[src/core/i2cmc_defs.vh]
// Register map, field positions, reset values and timing counts for the
// I2C master collision and baud rate generator block. Definitions only.
`ifndef I2CMC_DEFS_VH
`define I2CMC_DEFS_VH

// Byte addresses of the word-aligned registers
`define I2CMC_ADR_RELOAD 8'h00
`define I2CMC_ADR_BUF 8'h04
`define I2CMC_ADR_CTRL 8'h08
`define I2CMC_ADR_STAT 8'h0c
`define I2CMC_ADR_MASK 8'h10

// Control register fields
`define I2CMC_CTL_RSEN 0
`define I2CMC_CTL_PEN 1
`define I2CMC_CTL_SPI 2
`define I2CMC_CTL_EN 3
`define I2CMC_CTL_BUSY 7

// Status and mask register fields
`define I2CMC_ST_COLL 0
`define I2CMC_ST_STOP 1
`define I2CMC_ST_WCOL 2
`define I2CMC_ST_SPI 3

// Reset values
`define I2CMC_RST_RELOAD 8'h09
`define I2CMC_RST_BYTE 8'h00

// Prescale ahead of the counter: two clocks per count step, so one
// rollover is 2*(reload+1) clocks and a full line period is 4*(reload+1)
`define I2CMC_DIV_LAST 1'b1

// Half periods in one SPI byte
`define I2CMC_SPI_HALVES 5'd16

`endif

[src/core/i2cmc_brg.v]
// Baud rate generator: reloadable down counter behind a divide-by-two
// prescale. Assumes load and stop are single-cycle requests.
`timescale 1ns/1ps
`default_nettype none
`include "i2cmc_defs.vh"
module i2cmc_brg (
   // Clock and reset
   input wire clk,
   input wire arst_n,
   // Control
   input wire load,
   input wire stop,
   input wire [7:0] reload,
   // Status
   output reg timeout,
   output reg running
);
   reg div_r;
   reg [7:0] cnt_r;
   wire tick;

   assign tick = running & (div_r == `I2CMC_DIV_LAST);

   always @(posedge clk or negedge arst_n) begin
      if (!arst_n) begin
         div_r <= 1'b0;
         cnt_r <= 8'h00;
         running <= 1'b0;
         timeout <= 1'b0;
      end else begin
         timeout <= 1'b0;
         if (load) begin
            cnt_r <= reload;
            running <= 1'b1;
            // First step one clock after load keeps a reload loop at 2*(reload+1)
            div_r <= `I2CMC_DIV_LAST;
         end else if (stop) begin
            running <= 1'b0;
            div_r <= 1'b0;
         end else if (tick) begin
            div_r <= 1'b0;
            if (cnt_r == 8'h00) begin
               // One-shot; caller reloads for the next half period
               running <= 1'b0;
               timeout <= 1'b1;
            end else begin
               cnt_r <= cnt_r - 8'h01;
            end
         end else if (running) begin
            div_r <= ~div_r;
         end
      end
   end
endmodule // i2cmc_brg
`default_nettype wire

[src/core/i2cmc_sync.v]
// Two-flop synchronisers for the three line inputs.
// Assumes asynchronous pins; only the second stage is read outside.
`timescale 1ns/1ps
`default_nettype none
module i2cmc_sync (
   // Clock and reset
   input wire clk,
   input wire arst_n,
   // Raw pins
   input wire [2:0] pin_in,
   // Synchronised levels
   output reg [2:0] pin_sync
);
   reg [2:0] meta_r;

   // Idle lines float high, so reset to ones
   always @(posedge clk or negedge arst_n) begin
      if (!arst_n) begin
         meta_r <= 3'h7;
         pin_sync <= 3'h7;
      end else begin
         meta_r <= pin_in;
         pin_sync <= meta_r;
      end
   end
endmodule // i2cmc_sync
`default_nettype wire

[src/core/i2cmc_top.v]
// I2C master Repeated Start / Stop sequencing with bus collision checks,
// shared baud rate generator and a small SPI master, on classic Wishbone.
// Assumes open-drain lines resolved outside; 8-bit registers in low bits.
`timescale 1ns/1ps
`default_nettype none
`include "i2cmc_defs.vh"
// Overview of operation
// - Repeated Start: SDA low when SCL rises is a collision.
// - Repeated Start: SCL falling before SDA is pulled low is a collision.
// - After SDA floats high, count one period, release SCL, sample SDA.
// - SDA high: count again; SDA falling early is no collision.
// - During the second count, SCL low before SDA driven is a collision.
// - Both high at timeout: drive SDA low, count, then drive SCL low.
// - Stop: SDA sampled low after its release and timeout is a collision.
// - Stop: SCL low after release, before SDA is released, is a collision.
// - Stop: SDA low, release SCL, on SCL high count, then sample SDA.
// - One generator times both I2C and SPI, loaded from the reload register.
// - A transfer buffer write starts the generator counting.
// - When the operation ends the generator stops, clock pin holds level.
// - Counter reloaded twice per line clock period, as the mode decides.
// - Line clock is clock over four times reload plus one.
// - A collision sets the collision flag and returns the port to idle.
// - A collision aborts the sequence, frees both lines, clears its enable.
module i2cmc_top (
   // Clock and reset
   input wire clk,
   input wire arst_n,
   // Wishbone slave
   input wire wb_cyc_i,
   input wire wb_stb_i,
   input wire wb_we_i,
   input wire [7:0] wb_adr_i,
   input wire [3:0] wb_sel_i,
   input wire [31:0] wb_dat_i,
   output reg [31:0] wb_dat_o,
   output reg wb_ack_o,
   // I2C clock line
   input wire scl_in,
   output wire scl_out,
   output wire scl_oe,
   // I2C data line
   input wire sda_in,
   output wire sda_out,
   output wire sda_oe,
   // SPI master pins
   output reg spi_sck,
   output reg spi_mosi,
   input wire spi_miso,
   // Interrupt
   output wire irq
);
   localparam [9:0] ST_IDLE = 10'h001;
   localparam [9:0] ST_RS_SDAHI = 10'h002;
   localparam [9:0] ST_RS_CNT1 = 10'h004;
   localparam [9:0] ST_RS_SCLHI = 10'h008;
   localparam [9:0] ST_RS_CNT2 = 10'h010;
   localparam [9:0] ST_RS_CNT3 = 10'h020;
   localparam [9:0] ST_SP_SDALO = 10'h040;
   localparam [9:0] ST_SP_SCLHI = 10'h080;
   localparam [9:0] ST_SP_CNT1 = 10'h100;
   localparam [9:0] ST_SP_CNT2 = 10'h200;

   // Intended high while sampled low
   function line_lost;
      input intend_high;
      input sampled;
      begin
         line_lost = intend_high & ~sampled;
      end
   endfunction

   reg [9:0] state_r;
   reg [7:0] reload_r;
   reg [7:0] buf_r;
   reg [7:0] shift_r;
   reg [4:0] halves_r;
   reg spi_act_r;
   reg rsen_r;
   reg pen_r;
   reg spi_mode_r;
   reg en_r;
   reg [3:0] stat_r;
   reg [3:0] mask_r;
   reg scl_low_r;
   reg sda_low_r;
   reg brg_load_r;
   reg brg_stop_r;
   reg [3:0] ev_set;
   reg coll;
   wire [2:0] pins_s;
   wire scl_s;
   wire sda_s;
   wire miso_s;
   wire brg_to;
   wire brg_run;
   wire req;
   wire wr;
   wire rd;
   wire busy;
   wire seq_busy;
   wire spi_reload;
   wire brg_load;

   i2cmc_sync u_sync (
      .clk(clk),
      .arst_n(arst_n),
      .pin_in({spi_miso, sda_in, scl_in}),
      .pin_sync(pins_s)
   );
   assign scl_s = pins_s[0];
   assign sda_s = pins_s[1];
   assign miso_s = pins_s[2];

   i2cmc_brg u_brg (
      .clk(clk),
      .arst_n(arst_n),
      .load(brg_load),
      .stop(brg_stop_r),
      .reload(reload_r),
      .timeout(brg_to),
      .running(brg_run)
   );

   // Open drain: only ever pull low
   assign scl_out = 1'b0;
   assign sda_out = 1'b0;
   assign scl_oe = scl_low_r;
   assign sda_oe = sda_low_r;

   assign req = wb_cyc_i & wb_stb_i & ~wb_ack_o;
   assign wr = req & wb_we_i & wb_sel_i[0];
   assign rd = req & ~wb_we_i;
   assign seq_busy = (state_r != ST_IDLE);
   assign busy = seq_busy | spi_act_r | brg_run;
   assign irq = |(stat_r & mask_r);
   // SPI reload bypasses the register stage so each half period is exact
   assign spi_reload = spi_act_r & brg_to & (halves_r != `I2CMC_SPI_HALVES - 5'd1);
   assign brg_load = brg_load_r | spi_reload;

   // Collision detection per sequence phase
   always @* begin
      coll = 1'b0;
      case (state_r)
         ST_RS_SCLHI: coll = scl_s & line_lost(1'b1, sda_s);
         // Early SDA fall is another master's start, so not checked
         ST_RS_CNT2: coll = ~sda_low_r & line_lost(1'b1, scl_s);
         ST_SP_CNT1: coll = line_lost(1'b1, scl_s);
         ST_SP_CNT2: coll = brg_to & line_lost(1'b1, sda_s);
         default: coll = 1'b0;
      endcase
   end

   // Sticky event sources for the status register
   always @* begin
      ev_set = 4'h0;
      ev_set[`I2CMC_ST_COLL] = coll;
      ev_set[`I2CMC_ST_STOP] = (state_r == ST_SP_CNT2) & brg_to & sda_s;
      ev_set[`I2CMC_ST_WCOL] = wr & (wb_adr_i == `I2CMC_ADR_BUF) & busy;
      ev_set[`I2CMC_ST_SPI] = spi_act_r & brg_to & (halves_r == `I2CMC_SPI_HALVES - 5'd1);
   end

   // Wishbone slave: ack one cycle after the request, read data registered
   always @(posedge clk or negedge arst_n) begin
      if (!arst_n) begin
         wb_ack_o <= 1'b0;
         wb_dat_o <= 32'h0000_0000;
         reload_r <= `I2CMC_RST_RELOAD;
         mask_r <= 4'h0;
         stat_r <= 4'h0;
      end else begin
         wb_ack_o <= req;
         if (rd) begin
            case (wb_adr_i)
               `I2CMC_ADR_RELOAD: wb_dat_o <= {24'h00_0000, reload_r};
               `I2CMC_ADR_BUF: wb_dat_o <= {24'h00_0000, buf_r};
               `I2CMC_ADR_CTRL: wb_dat_o <= {24'h00_0000, busy, 3'h0, en_r,
                                             spi_mode_r, pen_r, rsen_r};
               `I2CMC_ADR_STAT: wb_dat_o <= {28'h000_0000, stat_r};
               `I2CMC_ADR_MASK: wb_dat_o <= {28'h000_0000, mask_r};
               default: wb_dat_o <= 32'h0000_0000;
            endcase
         end
         if (wr && wb_adr_i == `I2CMC_ADR_RELOAD)
            reload_r <= wb_dat_i[7:0];
         if (wr && wb_adr_i == `I2CMC_ADR_MASK)
            mask_r <= wb_dat_i[3:0];
         // Read clears, a same-cycle event survives
         if (rd && wb_adr_i == `I2CMC_ADR_STAT)
            stat_r <= ev_set;
         else
            stat_r <= stat_r | ev_set;
      end
   end

   // Sequencer, line drivers and generator requests
   always @(posedge clk or negedge arst_n) begin
      if (!arst_n) begin
         state_r <= ST_IDLE;
         rsen_r <= 1'b0;
         pen_r <= 1'b0;
         spi_mode_r <= 1'b0;
         en_r <= 1'b0;
         scl_low_r <= 1'b0;
         sda_low_r <= 1'b0;
         brg_load_r <= 1'b0;
         brg_stop_r <= 1'b0;
      end else begin
         brg_load_r <= 1'b0;
         brg_stop_r <= 1'b0;
         if (wr && wb_adr_i == `I2CMC_ADR_CTRL && !busy) begin
            rsen_r <= wb_dat_i[`I2CMC_CTL_RSEN];
            pen_r <= wb_dat_i[`I2CMC_CTL_PEN];
            spi_mode_r <= wb_dat_i[`I2CMC_CTL_SPI];
            en_r <= wb_dat_i[`I2CMC_CTL_EN];
         end
         if (coll) begin
            state_r <= ST_IDLE;
            scl_low_r <= 1'b0;
            sda_low_r <= 1'b0;
            rsen_r <= 1'b0;
            pen_r <= 1'b0;
            brg_stop_r <= 1'b1;
         end else begin
            case (state_r)
               ST_IDLE: begin
                  if (en_r && !spi_mode_r && !spi_act_r && !brg_run) begin
                     if (rsen_r) begin
                        // Clock held low from the last byte, data let go
                        scl_low_r <= 1'b1;
                        sda_low_r <= 1'b0;
                        state_r <= ST_RS_SDAHI;
                     end else if (pen_r) begin
                        scl_low_r <= 1'b1;
                        sda_low_r <= 1'b1;
                        state_r <= ST_SP_SDALO;
                     end
                  end
               end
               ST_RS_SDAHI: begin
                  if (sda_s) begin
                     brg_load_r <= 1'b1;
                     state_r <= ST_RS_CNT1;
                  end
               end
               ST_RS_CNT1: begin
                  if (brg_to) begin
                     scl_low_r <= 1'b0;
                     state_r <= ST_RS_SCLHI;
                  end
               end
               ST_RS_SCLHI: begin
                  // Waits here while another device stretches the clock
                  if (scl_s) begin
                     brg_load_r <= 1'b1;
                     state_r <= ST_RS_CNT2;
                  end
               end
               ST_RS_CNT2: begin
                  if (brg_to || !sda_s) begin
                     sda_low_r <= 1'b1;
                     brg_load_r <= 1'b1;
                     brg_stop_r <= 1'b0;
                     state_r <= ST_RS_CNT3;
                  end
               end
               ST_RS_CNT3: begin
                  if (brg_to) begin
                     scl_low_r <= 1'b1;
                     rsen_r <= 1'b0;
                     state_r <= ST_IDLE;
                  end
               end
               ST_SP_SDALO: begin
                  if (!sda_s) begin
                     scl_low_r <= 1'b0;
                     state_r <= ST_SP_SCLHI;
                  end
               end
               ST_SP_SCLHI: begin
                  if (scl_s) begin
                     brg_load_r <= 1'b1;
                     state_r <= ST_SP_CNT1;
                  end
               end
               ST_SP_CNT1: begin
                  if (brg_to) begin
                     sda_low_r <= 1'b0;
                     brg_load_r <= 1'b1;
                     state_r <= ST_SP_CNT2;
                  end
               end
               ST_SP_CNT2: begin
                  if (brg_to) begin
                     pen_r <= 1'b0;
                     state_r <= ST_IDLE;
                  end
               end
               default: begin
                  state_r <= ST_IDLE;
                  scl_low_r <= 1'b0;
                  sda_low_r <= 1'b0;
               end
            endcase
         end
         // Buffer write kicks the generator in either mode
         if (wr && wb_adr_i == `I2CMC_ADR_BUF && !busy)
            brg_load_r <= 1'b1;
      end
   end

   // Transfer buffer and SPI shifter; mode 0, MSB first
   always @(posedge clk or negedge arst_n) begin
      if (!arst_n) begin
         buf_r <= `I2CMC_RST_BYTE;
         shift_r <= `I2CMC_RST_BYTE;
         halves_r <= 5'd0;
         spi_act_r <= 1'b0;
         spi_sck <= 1'b0;
         spi_mosi <= 1'b0;
      end else begin
         if (wr && wb_adr_i == `I2CMC_ADR_BUF && !busy) begin
            // Writes during any activity are dropped and flagged instead
            buf_r <= wb_dat_i[7:0];
            if (spi_mode_r && en_r) begin
               shift_r <= wb_dat_i[7:0];
               spi_mosi <= wb_dat_i[7];
               halves_r <= 5'd0;
               spi_act_r <= 1'b1;
            end
         end else if (spi_act_r && brg_to) begin
            spi_sck <= ~spi_sck;
            halves_r <= halves_r + 5'd1;
            if (!spi_sck) begin
               shift_r <= {shift_r[6:0], miso_s};
            end else begin
               spi_mosi <= shift_r[7];
            end
            if (halves_r == `I2CMC_SPI_HALVES - 5'd1) begin
               // Clock ends low and stays there
               spi_act_r <= 1'b0;
               buf_r <= shift_r;
            end
         end
      end
   end
endmodule // i2cmc_top
`default_nettype wire

[config.mk]
export PLATFORM = sky130hd
export DESIGN_NAME = i2cmc_top
export DESIGN_NICKNAME = d
export VERILOG_FILES = /design/src/core/i2cmc_brg.v /design/src/core/i2cmc_sync.v /design/src/core/i2cmc_top.v
export VERILOG_INCLUDE_DIRS = /design/src /design/src/core
export SDC_FILE = /design/constraint.sdc
export NUM_CORES = 1
export LEC_CHECK = 0
export ABC_AREA = 1
export BUFFER_PORTS_ARGS = -buffer_cell sky130_fd_sc_hd__buf_2
export CORE_ASPECT_RATIO = 1.2
export CORE_MARGIN = 1.5
export CORE_UTILIZATION = 45
export DETAILED_ROUTE_END_ITERATION = 10
export GPL_TIMING_DRIVEN = 0
export MAX_ROUTING_LAYER = met4
export PLACE_DENSITY = 0.64
export SYNTH_ARGS = -nofsm -noshare
export SYNTH_HDL_FRONTEND = slang
export SYNTH_HIERARCHICAL = 1
export SYNTH_SLANG_ARGS = --single-unit
[constraint.sdc]
create_clock -name clk -period 2.6 [get_ports clk]
set_clock_uncertainty 0.2 [all_clocks]
set_input_delay 0 -clock clk [delete_from_list [all_inputs] [get_ports clk]]
set_output_delay 0 -clock clk [all_outputs]
set_load 0.01 [all_outputs]
== Word-level counts from Yosys, hierarchy flattened ==
Cells that the tools add are included.

* Mux-type cells: 79
* Equality and inequality tests: 34
* $add $sub $neg: 2
* Reduce and logical (&&, ||, !) cells: 43
* Bitwise logic cells: 29

{| class="wikitable"
|+ Operator list
! operator !! number
|-
| $mux W10 || 12
|-
| $pmux W10 S9 || 1
|-
| $mux W8 || 11
|-
| $mux W1 || 46
|-
| $pmux W8 S5 || 1
|-
| $ne A3 B2 Y1 const B || 6
|-
| $and A1 B1 Y1 || 16
|-
| $eq A8 B4 Y1 const B || 2
|-
| $logic_not A8 Y1 || 2
|-
| $mux W5 || 3
|-
| $logic_and A1 B1 Y1 || 12
|-
| $pmux W1 S4 || 3
|-
| $reduce_and A3 Y1 || 4
|-
| $eq A10 B1 Y1 const B || 1
|-
| $eq A10 B10 Y1 const B || 1
|-
| $eq A10 B2 Y1 const B || 1
|-
| $eq A10 B3 Y1 const B || 1
|-
| $eq A10 B4 Y1 const B || 1
|-
| $eq A10 B5 Y1 const B || 1
|-
| $eq A10 B6 Y1 const B || 1
|-
| $eq A10 B7 Y1 const B || 1
|-
| $eq A10 B8 Y1 const B || 1
|-
| $eq A10 B9 Y1 const B || 1
|-
| $ne A10 B1 Y1 const B || 1
|-
| other kinds (30) || 57
|}

* Flip-flop bits (word level): 108
* Logic and storage cells: 213

== Depth between registers and ports, before layout ==
Gate-level depths: netlist of the first run.

* Depth after elaboration: 10
* Depth in mapped cells: 14

== By module ==
The synthesis of the first run kept the hierarchy.

{| class="wikitable"
|+ Modules (own cells, without submodules)
! module !! cells an instance !! times used !! sequential area each (sq um) !! area each (sq um)
|-
| i2cmc_top || 507 || 1 || 1680.4 || 3935.0
|-
| i2cmc_brg || 111 || 1 || 275.3 || 795.8
|-
| i2cmc_sync || 6 || 1 || 157.7 || 157.7
|}

== Least setup slack after synthesis of the first run ==
No wires, ideal clock.

* Path kind: reg2reg
* From: register halves_r[0]
* To: register u_brg.cnt_r[5]
* Cell stages (with the launch flop): 12
* Clock period less this slack: 1.948 ns
* Setup time: 0.117 ns
* Path slack: 0.652 ns
* Buffers on the path: 2
* Data arrival time: 1.631 ns
* Cell sequence: dfrtp_1 ha_1 inv_1 nor3_1 ha_1 o21bai_1 buf_4 inv_2 buf_4 nand3_1 nand3_1 nand2_1

* Word-level cells in the longest chain between the ends: 5

{| class="wikitable"
|+ RTL lines
! element !! line !! RTL
|-
| start: declaration || i2cmc_top.v:76 || <nowiki>reg [4:0] halves_r;</nowiki>
|-
| start signal: assignment || i2cmc_top.v:332 || <nowiki>halves_r <= halves_r + 5'd1;</nowiki>
|-
| $ne A5 B4 Y1 (*) || i2cmc_top.v:137 || <nowiki>assign spi_reload = spi_act_r & brg_to & (halves_r != `I2CMC_SPI_HALVES - 5'd1);</nowiki>
|-
| $and A1 B1 Y1 (*) || i2cmc_top.v:137 ||
|-
| $or A1 B1 Y1 (*) || i2cmc_top.v:138 || <nowiki>assign brg_load = brg_load_r | spi_reload;</nowiki>
|-
| via brg_load || i2cmc_top.v:102 || <nowiki>wire brg_load;</nowiki>
|-
| $ne A2 B2 Y1 (no source line), or another cell as far along || n/a ||
|-
| $reduce_and A3 Y1 (no source line) || n/a ||
|-
| end signal: assignment || i2cmc_brg.v:33 || <nowiki>cnt_r <= reload;</nowiki>
|-
| end signal: assignment || i2cmc_brg.v:47 || <nowiki>cnt_r <= cnt_r - 8'h01;</nowiki>
|-
| end: declaration || i2cmc_brg.v:19 || <nowiki>reg [7:0] cnt_r;</nowiki>
|}

The timed path passes the listed nets; every way through them passes the cells marked *.
A chain may end at the register's enable or synchronous reset.

== Final worst setup path of the first run ==
* From: input wb_stb_i
* To: register spi_mosi

* Word-level cells in the longest chain between the ends: 8

{| class="wikitable"
|+ RTL lines
! element !! line !! RTL
|-
| start: declaration || i2cmc_top.v:30 || <nowiki>input wire wb_stb_i,</nowiki>
|-
| $and A1 B1 Y1 (*) (2 in series) || i2cmc_top.v:130 || <nowiki>assign req = wb_cyc_i & wb_stb_i & ~wb_ack_o;</nowiki>
|-
| via req || i2cmc_top.v:96 || <nowiki>wire req;</nowiki>
|-
| $and A1 B1 Y1 (*) (2 in series) || i2cmc_top.v:131 || <nowiki>assign wr = req & wb_we_i & wb_sel_i[0];</nowiki>
|-
| $logic_and A1 B1 Y1 (no source line) (*) || n/a ||
|-
| $logic_and A1 B1 Y1 (*) || i2cmc_top.v:321 || <nowiki>if (wr && wb_adr_i == `I2CMC_ADR_BUF && !busy) begin</nowiki>
|-
| $ne A2 B1 Y1 (no source line) or $reduce_bool A2 Y1 (tied branches) || n/a ||
|-
| $reduce_and A3 Y1 (no source line) || n/a ||
|-
| end signal: assignment || i2cmc_top.v:326 || <nowiki>spi_mosi <= wb_dat_i[7];</nowiki>
|-
| end signal: assignment || i2cmc_top.v:336 || <nowiki>spi_mosi <= shift_r[7];</nowiki>
|-
| end: declaration || i2cmc_top.v:47 || <nowiki>output reg spi_mosi,</nowiki>
|}

Marked as above.

==> results of run 1 <==
[logic make-up (layout without fill, tap and decap cells)]
kind of cell | after synthesis | after routing | synth area share
buffers and inverters | 116 | 193 | 0.117
other | 1 | 26 | 0.000767
AOI/OAI and AO/OA | 84 | 84 | 0.101
and+or+nand+nor | 334 | 334 | 0.337
DFF | 84 | 84 | 0.432
adders and majority gates | 4 | 4 | 0.0102
xor gates and xnor gates | 1 | 1 | 0.00179
[layout make-up]
cell class | count | share of cell area
clock buffer | 9 | 0.0378
inverter | 82 | 0.0523
clock inverter | 7 | 0.0204
buffer | 34 | 0.0443
timing repair buffer | 61 | 0.0748
tap | 129 | 0.0271
multi-input combinational | 449 | 0.389
sequential | 84 | 0.355
[path summary, 6_finish.rpt]
| kind | startpoint | end | slack (ns) | cells past startpoint |
|---|---|---|---|---|
| max | wb_stb_i | spi_mosi$_DFFE_PN0P_ | 0.10 | 13 |
| min | wb_sel_i[0] | spi_act_r$_DFFE_PN0P_ | 0.02 | 5 |
| max reg2reg | state_r[9]$_DFFE_PN0P_ | state_r[4]$_DFFE_PN0P_ | 0.39 | 11 |
| min reg2reg | u_sync/meta_r[0]$_DFF_PN1_ | u_sync/pin_sync[0]$_DFF_PN1_ | 0.16 | 0 |
| max in group asynchronous | arst_n | u_sync/pin_sync[0]$_DFF_PN1_ | 1.85 | 3 |
| min in group asynchronous | arst_n | reload_r[0]$_DFFE_PN1P_ | 0.04 | 2 |
[per-layer routing]
metal / routed length, um / up-vias
met5: 0 / -
met4: 312 / 0
met3: 527 / 21
met2: 6530 / 125
met1: 5180 / 2049
li1: - / 2167
[through the flow]
stage                      util  setup TNS, ns
after CTS                 0.560              0
after global routing      0.564        -0.0778
after global placement    0.505              0
after detailed placement  0.508              0
after floorplan               -              0
final                     0.564              0
[state kept, by name, indices dropped and copies added (netlist names), 3 cells and up]
register         count
state_r             10
reload_r             8
shift_r              8
wb_dat_o             8
mask_r               4
buf_r                8
u_sync/meta_r        3
u_brg/cnt_r          8
u_sync/pin_sync      3
halves_r             5
stat_r               4
[worst min-delay path, delay by kind of cell]
kind,cells,cell delay [ns]
simple gates,4,0.42
buf+inv,1,0.09
[placed cells by master (no fill, tap or decap), types with 2 or more instances in the layout]
cell,instances
sky130_fd_sc_hd__a211oi_1,2
sky130_fd_sc_hd__a21oi_1,16
sky130_fd_sc_hd__a221oi_1,4
sky130_fd_sc_hd__a31oi_1,11
sky130_fd_sc_hd__buf_2,37
sky130_fd_sc_hd__buf_4,32
sky130_fd_sc_hd__buf_6,2
sky130_fd_sc_hd__bufinv_16,3
sky130_fd_sc_hd__clkbuf_16,9
sky130_fd_sc_hd__clkinv_1,2
sky130_fd_sc_hd__conb_1,26
sky130_fd_sc_hd__dfrtp_1,75
sky130_fd_sc_hd__dfstp_2,9
sky130_fd_sc_hd__dlygate4sd3_1,19
sky130_fd_sc_hd__ha_1,4
sky130_fd_sc_hd__inv_1,74
sky130_fd_sc_hd__inv_2,5
sky130_fd_sc_hd__inv_6,3
sky130_fd_sc_hd__nand2_1,157
sky130_fd_sc_hd__nand2_2,12
sky130_fd_sc_hd__nand2_4,5
sky130_fd_sc_hd__nand3_1,44
sky130_fd_sc_hd__nand3_2,13
sky130_fd_sc_hd__nand4_1,12
sky130_fd_sc_hd__nor2_1,61
sky130_fd_sc_hd__nor2_2,8
sky130_fd_sc_hd__nor2_4,9
sky130_fd_sc_hd__nor3_1,3
sky130_fd_sc_hd__o211ai_1,3
sky130_fd_sc_hd__o21ai_0,32
sky130_fd_sc_hd__o21ai_1,3
sky130_fd_sc_hd__o22ai_1,8
[power groups by stage]
stage | Sequential (uW) | Clock (uW) | Combinational, uW
2_1_floorplan | 1710 | 0 | 926
3_3_place_gp | 1730 | 0 | 1180
3_5_place_dp | 1730 | 0 | 1230
4_1_cts | 1710 | 1520 | 1260
5_1_grt | 1740 | 1570 | 1430
6_report | 1720 | 1480 | 1250
[timing repair]
item | in CTS | in global routing
endpoints found under the hold margin | 123 | 0
hold buffers | 20 | 0
setup endpoints to repair | 0 | 23
setup buffers | 0 | 2
resized for setup | 0 | 7
==> out/summary.json, run 1 <==
{
  "outcome": {"value": "finished clean"},
  "synth_warnings": {"value": 6},
  "cp-start-kind": {"value": "input port"},
  "type_of_the_most_critical_hold_path": {"value": "in2reg"},
  "placed_cells": {"value": 817},
  "pwr_total": {"value": 4450, "unit": "uW"},
  "area.sequential": {"value": 2110, "unit": "um2"},
  "core_region": {"value": 10600, "unit": "um2"},
  "insertion_delay": {"value": 0.34, "unit": "ns"},
  "detailedPlacementHpwl": {"value": 9500, "unit": "um"},
  "fmax": {"value": 0.400, "unit": "GHz"},
  "postPlaceCellArea": {"value": 5360, "unit": "um2"},
  "power.ir.vdd_worst": {"value": 0.000300, "unit": "V"},
  "gr-max-usage-layer": {"value": "met2"},
  "cts-htree-levels": {"value": 3},
  "grt_max_degree": {"value": 49},
  "worst_path_most_repeated_cell": {"value": "sky130_fd_sc_hd__nand2_1"},
  "endpoint_kind": {"value": "register"},
  "drv_slew": {"value": 0},
  "leading_cell_type_by_number_of_instances_after_synthesis": {"value": "sky130_fd_sc_hd__nand2_1"},
  "start_util": {"value": 0.463},
  "synth_flop_cell": {"value": "sky130_fd_sc_hd__dfrtp_1"},
  "drt_first_iter_violations": {"value": 317},
  "yosysTopAreaCellShare": {"value": 0.384},
  "critPathRequiredTime": {"value": 2.66, "unit": "ns"},
  "portBuffers": {"value": 38},
  "gate_count_of_the_mapped_netlist": {"value": 624},
  "cts_buffers": {"value": 9},
  "route.detailed.vias_per_inst": {"value": 5.10},
  "critPathBufInv": {"value": 5},
  "numClockSinks": {"value": 84},
  "detailroute.via_count": {"value": 4362},
  "grt_setup_unrepaired": {"value": "true"},
  "globalRouteMet3Util": {"value": 0.0374},
  "yosysSeqAreaShare": {"value": 0.432},
  "met1_usage": {"value": 0.269},
  "critical_path_peak_fanout": {"value": 7},
  "layout_worst_path_cycle_share": {"value": 0.960},
  "timing.critical_path.cells": {"value": "dlygate4sd3_1 > buf_2 > nand2_1 > dlygate4sd3_1 > nor2_1 > nand3_1 > nor2_4 > nand2_1 > clkinv_1 > nand2_1 > nand2_1 > inv_1 > a31oi_1"},
  "finish.instance_area": {"value": 5960, "unit": "um2"},
  "multi_input_area": {"value": 2320, "unit": "um2"},
  "timing.critical_path.slowest_cell_delay": {"value": 0.55, "unit": "ns"},
  "avg_wl_per_cell": {"value": 14.7, "unit": "um"},
  "pwr-share-clk": {"value": 0.333},
  "ys_async_sr_fraction": {"value": 1.00},
  "worst_slack_on_hold_paths": {"value": 0.0250, "unit": "ns"},
  "yosys-top-cells-count": {"value": "sky130_fd_sc_hd__nand2_1, sky130_fd_sc_hd__dfrtp_1, sky130_fd_sc_hd__inv_1, sky130_fd_sc_hd__nor2_1, sky130_fd_sc_hd__nand3_1"},
  "crit_path_top_delay_cell": {"value": "sky130_fd_sc_hd__dlygate4sd3_1"},
  "p_sw": {"value": 1480, "unit": "uW"},
  "cellInternalPower": {"value": 2970, "unit": "uW"},
  "sequential_power_share": {"value": 0.386},
  "syn_to_final_growth": {"value": 21.9, "unit": "%"},
  "drt_pre_antenna_iters": {"value": 6},
  "antenna_found_initial": {"value": 0},
  "first_global_vias": {"value": 4188},
  "timing.final.ws_setup": {"value": 0.103, "unit": "ns"},
  "ys_ff_latch": {"value": 84},
  "synth_top_cells_by_area": {"value": "sky130_fd_sc_hd__dfrtp_1, sky130_fd_sc_hd__nand2_1, sky130_fd_sc_hd__inv_1"},
  "final_report_hold_violation_count": {"value": 0},
  "insertedDiodeCount": {"value": 0},
  "io_pins": {"value": 92},
  "row_count": {"value": 41},
  "grt_first_pass_wirelength": {"value": 20400, "unit": "um"},
  "drc_errors": {"value": 0},
  "finalWirelength": {"value": 12600, "unit": "um"},
  "synth_enable_flop_cells": {"value": 0},
  "drv.max_cap_violation_count": {"value": 0},
  "cts_root_buf": {"value": "sky130_fd_sc_hd__clkbuf_16"},
  "netlist-cell-type-count": {"value": 45},
  "swShare": {"value": 0.332},
  "power-per-cell-area": {"value": 747, "unit": "nW/um2"},
  "final_period_minus_worst_setup_slack": {"value": 2.50, "unit": "ns"},
  "groute.layer.met2.usage": {"value": 0.411},
  "die_w": {"value": 98.1, "unit": "um"},
  "cts_tree": {"value": "done"},
  "clk_transition_reported_paths": {"value": 0.06, "unit": "ns"},
  "power_frac_comb": {"value": 0.282},
  "area_of_the_die": {"value": 11500, "unit": "um2"},
  "finalSetupViolations": {"value": 0},
  "grt_usage": {"value": 0.235},
  "gr-total-overflow": {"value": 0},
  "p_leak": {"value": 0.00314, "unit": "uW"},
  "ant_nets": {"value": 0},
  "die_y": {"value": 117, "unit": "um"},
  "finalWeightedCongestion": {"value": 0.964},
  "instances_no_fill": {"value": 855},
  "post_synth_instance_area": {"value": 4890, "unit": "um2"},
  "synth.largest_area_cell": {"value": "sky130_fd_sc_hd__dfrtp_1"},
  "preCtsSetupSlack": {"value": 0.379, "unit": "ns"},
  "fill_cells": {"value": 1000},
  "crit_path_max_delay_family": {"value": "buffers and inverters"},
  "layout-drive-gt1-share": {"value": 0.223},
  "layout.nets": {"value": 777},
  "synth_area_per_cell": {"value": 7.83, "unit": "um2"},
  "cp_data_arrival_time": {"value": 2.55, "unit": "ns"},
  "clock_path_buffers": {"value": 2},
  "worst-setup-path-type": {"value": "in2reg"}
}
No activity file was read; power rests on OpenSTA's default activity.
==> run 2, diff against run 1 <==
--- a/config.mk
+++ b/config.mk
@@ -6,7 +6,6 @@
 export SDC_FILE = /design/constraint.sdc
 export NUM_CORES = 1
 export LEC_CHECK = 0
-export ABC_AREA = 1
 export BUFFER_PORTS_ARGS = -buffer_cell sky130_fd_sc_hd__buf_2
 export CORE_ASPECT_RATIO = 1.2
 export CORE_MARGIN = 1.5
@@ -14,7 +13,7 @@
 export DETAILED_ROUTE_END_ITERATION = 10
 export GPL_TIMING_DRIVEN = 0
 export MAX_ROUTING_LAYER = met4
-export PLACE_DENSITY = 0.64
+export PLACE_DENSITY = 0.65
 export SYNTH_ARGS = -nofsm -noshare
 export SYNTH_HDL_FRONTEND = slang
 export SYNTH_HIERARCHICAL = 1
==> out/summary.json, run 2 <==
{
  "clock_path_buffers": {"value": 2, "change": "unchanged"},
  "pwr-share-clk": {"value": 0.341, "change": "+0.008"},
  "layout.nets": {"value": 611, "change": "-21%"},
  "yosysTopAreaCellShare": {"value": 0.421, "change": "+0.0369"},
  "final_common_cell": {"value": "sky130_fd_sc_hd__dfrtp_1"},
  "power_frac_comb": {"value": 0.243, "change": "-0.039"},
  "grt_first_pass_wirelength": {"value": 17800, "unit": "um", "change": "-13%"},
  "accumulated_negative_setup_slack": {"value": 0, "unit": "ns", "change": "unchanged"},
  "synth_warnings": {"value": 6, "change": "unchanged"},
  "core_region": {"value": 9560, "unit": "um2", "change": "-9.5%"},
  "power-per-cell-area": {"value": 615, "unit": "nW/um2", "change": "-18%"},
  "cts_buffers": {"value": 9, "change": "unchanged"},
  "critical_path_peak_fanout": {"value": 9, "change": "+2"},
  "ys_ff_latch": {"value": 84, "change": "unchanged"},
  "route.detailed.vias_per_inst": {"value": 5.50, "change": "+7.8%"},
  "layout.core_utilization": {"value": 0.600, "change": "+0.0359"},
  "cp_data_arrival_time": {"value": 2.61, "unit": "ns", "change": "+0.06 ns"},
  "wl_met3": {"value": 483, "unit": "um", "change": "-8.3%"},
  "insertion_delay": {"value": 0.34, "unit": "ns", "change": "about the same"},
  "power.ir.vdd_worst": {"value": 0.000443, "unit": "V", "change": "+48%"},
  "timing.critical_path.cells": {"value": "clkbuf_1 > nor4_4 > nand4b_1 > a221oi_2 > a31oi_1 > nand4_1 > buf_4 > mux2_2"},
  "fill_cells": {"value": 812, "change": "-19%"},
  "layout-drive-gt1-share": {"value": 0.302, "change": "+0.0786"},
  "critPathBufInv": {"value": 2, "change": "-3"},
  "cp-start-kind": {"value": "register"},
  "ys_async_sr_fraction": {"value": 1.00, "change": "unchanged"},
  "cts_root_buf": {"value": "sky130_fd_sc_hd__clkbuf_16"},
  "synth.largest_area_cell": {"value": "sky130_fd_sc_hd__dfrtp_1"},
  "worstMarginPinSlew": {"value": 0.992, "unit": "ns"},
  "netlist-cell-type-count": {"value": 70, "change": "+56%"},
  "yosys-top-cells-count": {"value": "sky130_fd_sc_hd__dfrtp_1, sky130_fd_sc_hd__nand2_1, sky130_fd_sc_hd__o21ai_0, sky130_fd_sc_hd__buf_4, sky130_fd_sc_hd__nor2_1"},
  "cts_tree": {"value": "done"},
  "portBuffers": {"value": 38, "change": "unchanged"},
  "gate_count_of_the_mapped_netlist": {"value": 437, "change": "-30%"},
  "synth_enable_flop_cells": {"value": 0, "change": "unchanged"},
  "layout_worst_path_cycle_share": {"value": 0.997, "change": "+0.0367"},
  "p_sw": {"value": 1080, "unit": "uW", "change": "-27%"},
  "antenna_found_initial": {"value": 0, "change": "unchanged"},
  "crit_path_max_delay_family": {"value": "simple AND/OR/NAND/NOR gates"},
  "placed_cells": {"value": 624, "change": "-24%"},
  "cellInternalPower": {"value": 2450, "unit": "uW", "change": "-18%"},
  "finalSetupViolations": {"value": 0, "change": "unchanged"},
  "gr-total-overflow": {"value": 0, "change": "unchanged"},
  "p_leak": {"value": 0.00271, "unit": "uW", "change": "-14%"},
  "finish.instance_area": {"value": 5740, "unit": "um2", "change": "-3.7%"},
  "drc_errors": {"value": 0, "change": "unchanged"},
  "instances_no_fill": {"value": 683, "change": "-20%"},
  "max_reg_flops": {"value": 10, "change": "unchanged"},
  "type_of_the_most_critical_hold_path": {"value": "in2reg"},
  "pwr_total": {"value": 3530, "unit": "uW", "change": "-21%"},
  "grt_setup_unrepaired": {"value": "true"},
  "timing.critical_path.slowest_cell_delay": {"value": 0.36, "unit": "ns", "change": "-0.19 ns"},
  "detailroute.via_count": {"value": 3756, "change": "-14%"},
  "slew-limit-headroom": {"value": 0.337},
  "critPathRequiredTime": {"value": 2.62, "unit": "ns", "change": "-0.04 ns"},
  "drt_first_iter_violations": {"value": 247, "change": "-22%"},
  "row_count": {"value": 39, "change": "-4.9%"},
  "postPlaceCellArea": {"value": 4930, "unit": "um2", "change": "-8.1%"},
  "io_pins": {"value": 92, "change": "unchanged"},
  "worst-setup-path-type": {"value": "reg2reg"},
  "crit_path_top_delay_cell": {"value": "sky130_fd_sc_hd__dfrtp_1"},
  "insertedDiodeCount": {"value": 0, "change": "unchanged"},
  "final_period_minus_worst_setup_slack": {"value": 2.59, "unit": "ns", "change": "+0.0955 ns"},
  "highest-signal-layer": {"value": "met4"},
  "met1Wirelength": {"value": 4740, "unit": "um", "change": "-8.6%"},
  "drv_slew": {"value": 0, "change": "unchanged"},
  "grt_max_degree": {"value": 47, "change": "-4.1%"},
  "finalWeightedCongestion": {"value": 0.885, "change": "-8.2%"},
  "first_global_vias": {"value": 3538, "change": "-16%"},
  "met2_wirelength": {"value": 5640, "unit": "um", "change": "-14%"},
  "drt_pre_antenna_iters": {"value": 5, "change": "-1"},
  "yosysSeqAreaShare": {"value": 0.474, "change": "+0.0416"},
  "most-common-layout-cells": {"value": "sky130_fd_sc_hd__dfrtp_1, sky130_fd_sc_hd__nand2_1, sky130_fd_sc_hd__buf_4, sky130_fd_sc_hd__buf_2, sky130_fd_sc_hd__o21ai_0"},
  "endpoint_kind": {"value": "register"},
  "grt_usage": {"value": 0.224, "change": "-0.0106"},
  "die_y": {"value": 112, "unit": "um", "change": "-4.4%"},
  "start_util": {"value": 0.466, "change": "+0.00366"},
  "leading_cell_type_by_number_of_instances_after_synthesis": {"value": "sky130_fd_sc_hd__dfrtp_1"},
  "syn_to_final_growth": {"value": 28.6, "unit": "%"},
  "synth_area_per_cell": {"value": 10.2, "unit": "um2", "change": "+30%"},
  "numClockSinks": {"value": 84, "change": "unchanged"},
  "detailedPlacementHpwl": {"value": 7640, "unit": "um", "change": "-20%"},
  "finalWirelength": {"value": 11100, "unit": "um", "change": "-11%"},
  "synth_top_cells_by_area": {"value": "sky130_fd_sc_hd__dfrtp_1, sky130_fd_sc_hd__dfstp_2, sky130_fd_sc_hd__nand2_1"},
  "avg_wl_per_cell": {"value": 16.3, "unit": "um", "change": "+11%"},
  "outcome": {"value": "finished clean"},
  "drv.max_cap_violation_count": {"value": 0, "change": "unchanged"},
  "clk_transition_reported_paths": {"value": 0.07, "unit": "ns", "change": "about the same"},
  "ant_nets": {"value": 0, "change": "unchanged"},
  "area_of_the_die": {"value": 10500, "unit": "um2", "change": "-8.5%"},
  "regMostFlops": {"value": "state_r"},
  "sequential_power_share": {"value": 0.416, "change": "+0.030"},
  "synth_flop_cell": {"value": "sky130_fd_sc_hd__dfrtp_1"},
  "final_report_hold_violation_count": {"value": 0, "change": "unchanged"},
  "die_w": {"value": 93.9, "unit": "um", "change": "-4.4%"},
  "fmax": {"value": 0.386, "unit": "GHz", "change": "-3.7%"},
  "swShare": {"value": 0.306, "change": "-0.0261"},
  "post_synth_instance_area": {"value": 4460, "unit": "um2", "change": "-8.8%"},
  "cts-htree-levels": {"value": 3, "change": "unchanged"}
}
[run 2: per-layer routing]
metal	track usage	vias up
li1	-	1784
met1	0.280	1820
met2	0.366	125
met3	0.0332	27
met4	0.0886	0
met5	-	-
[run 2: kinds of logic (layout without fill, tap and decap cells)]
kind of cell,count (synthesis),after routing,share of synthesized area
compound gates,93,93,0.144
xor+xnor,8,8,0.0157
fa+ha+maj,4,4,0.0112
buf+inv,55,153,0.0732
flops,84,84,0.474
mux,37,37,0.0878
other cells,1,26,0.000841
simple gates,155,155,0.193
[run 2: power groups by stage]
stage / Sequential, uW / Clock [uW] / Combinational, uW
after floorplan: 1460 / 0 / 440
after global placement: 1460 / 0 / 630
after detailed placement: 1460 / 0 / 632
after CTS: 1450 / 1230 / 769
after global routing: 1480 / 1280 / 927
final: 1470 / 1200 / 858
[run 2: final timing paths]
path / from / to / slack (ns) / depth (start not counted)
min in group asynchronous: arst_n / u_sync/meta_r[2]$_DFF_PN1_ / 0.51 / 3
max in group asynchronous: arst_n / reload_r[4]$_DFFE_PN0P_ / 0.29 / 4
worst max-delay path: state_r[9]$_DFFE_PN0P_ / state_r[3]$_DFFE_PN0P_ / 0.008 / 8
worst min-delay path: wb_adr_i[7] / wb_dat_o[6]$_DFFE_PN0P_ / 0.07 / 5
worst max register to register: state_r[9]$_DFFE_PN0P_ / state_r[3]$_DFFE_PN0P_ / 0.008 / 8
worst min register to register: u_sync/meta_r[0]$_DFF_PN1_ / u_sync/pin_sync[0]$_DFF_PN1_ / 0.16 / 0
[run 2: tightest hold or removal path, delay by kind of cell]
kind | cells | cell delay (ns)
buf+inv | 2 | 0.27
simple gates | 2 | 0.21
compound gates | 1 | 0.09
[run 2: metrics by stage]
stage | setup WS (ns) | hold slack (ns)
final | 0.00762 | 0.0657
after global placement | -0.637 | -0.0954
after global routing | -0.0751 | 0.0918
after CTS | 0.0150 | 0.0469
after floorplan | 0.0775 | -0.496
after detailed placement | -0.546 | -0.178
[run 2: final cells by class]
type	count	area, um2	area share
timing repair buffer	83	613	0.107
multi-input combinational	323	2240	0.390
clock buffer	10	229	0.0399
buffer	42	288	0.0502
tap	123	154	0.0268
inverter	12	45.0	0.00785
clock inverter	6	51.3	0.00894
sequential	84	2120	0.370
[run 2: timing repair]
action,CTS,global route
gates cloned,0,0
buffers inserted,7,12
hold buffers,25,0
pin swaps,4,4
endpoints found under the setup margin,43,30
gates resized for setup,9,25
hold endpoints to repair,124,0
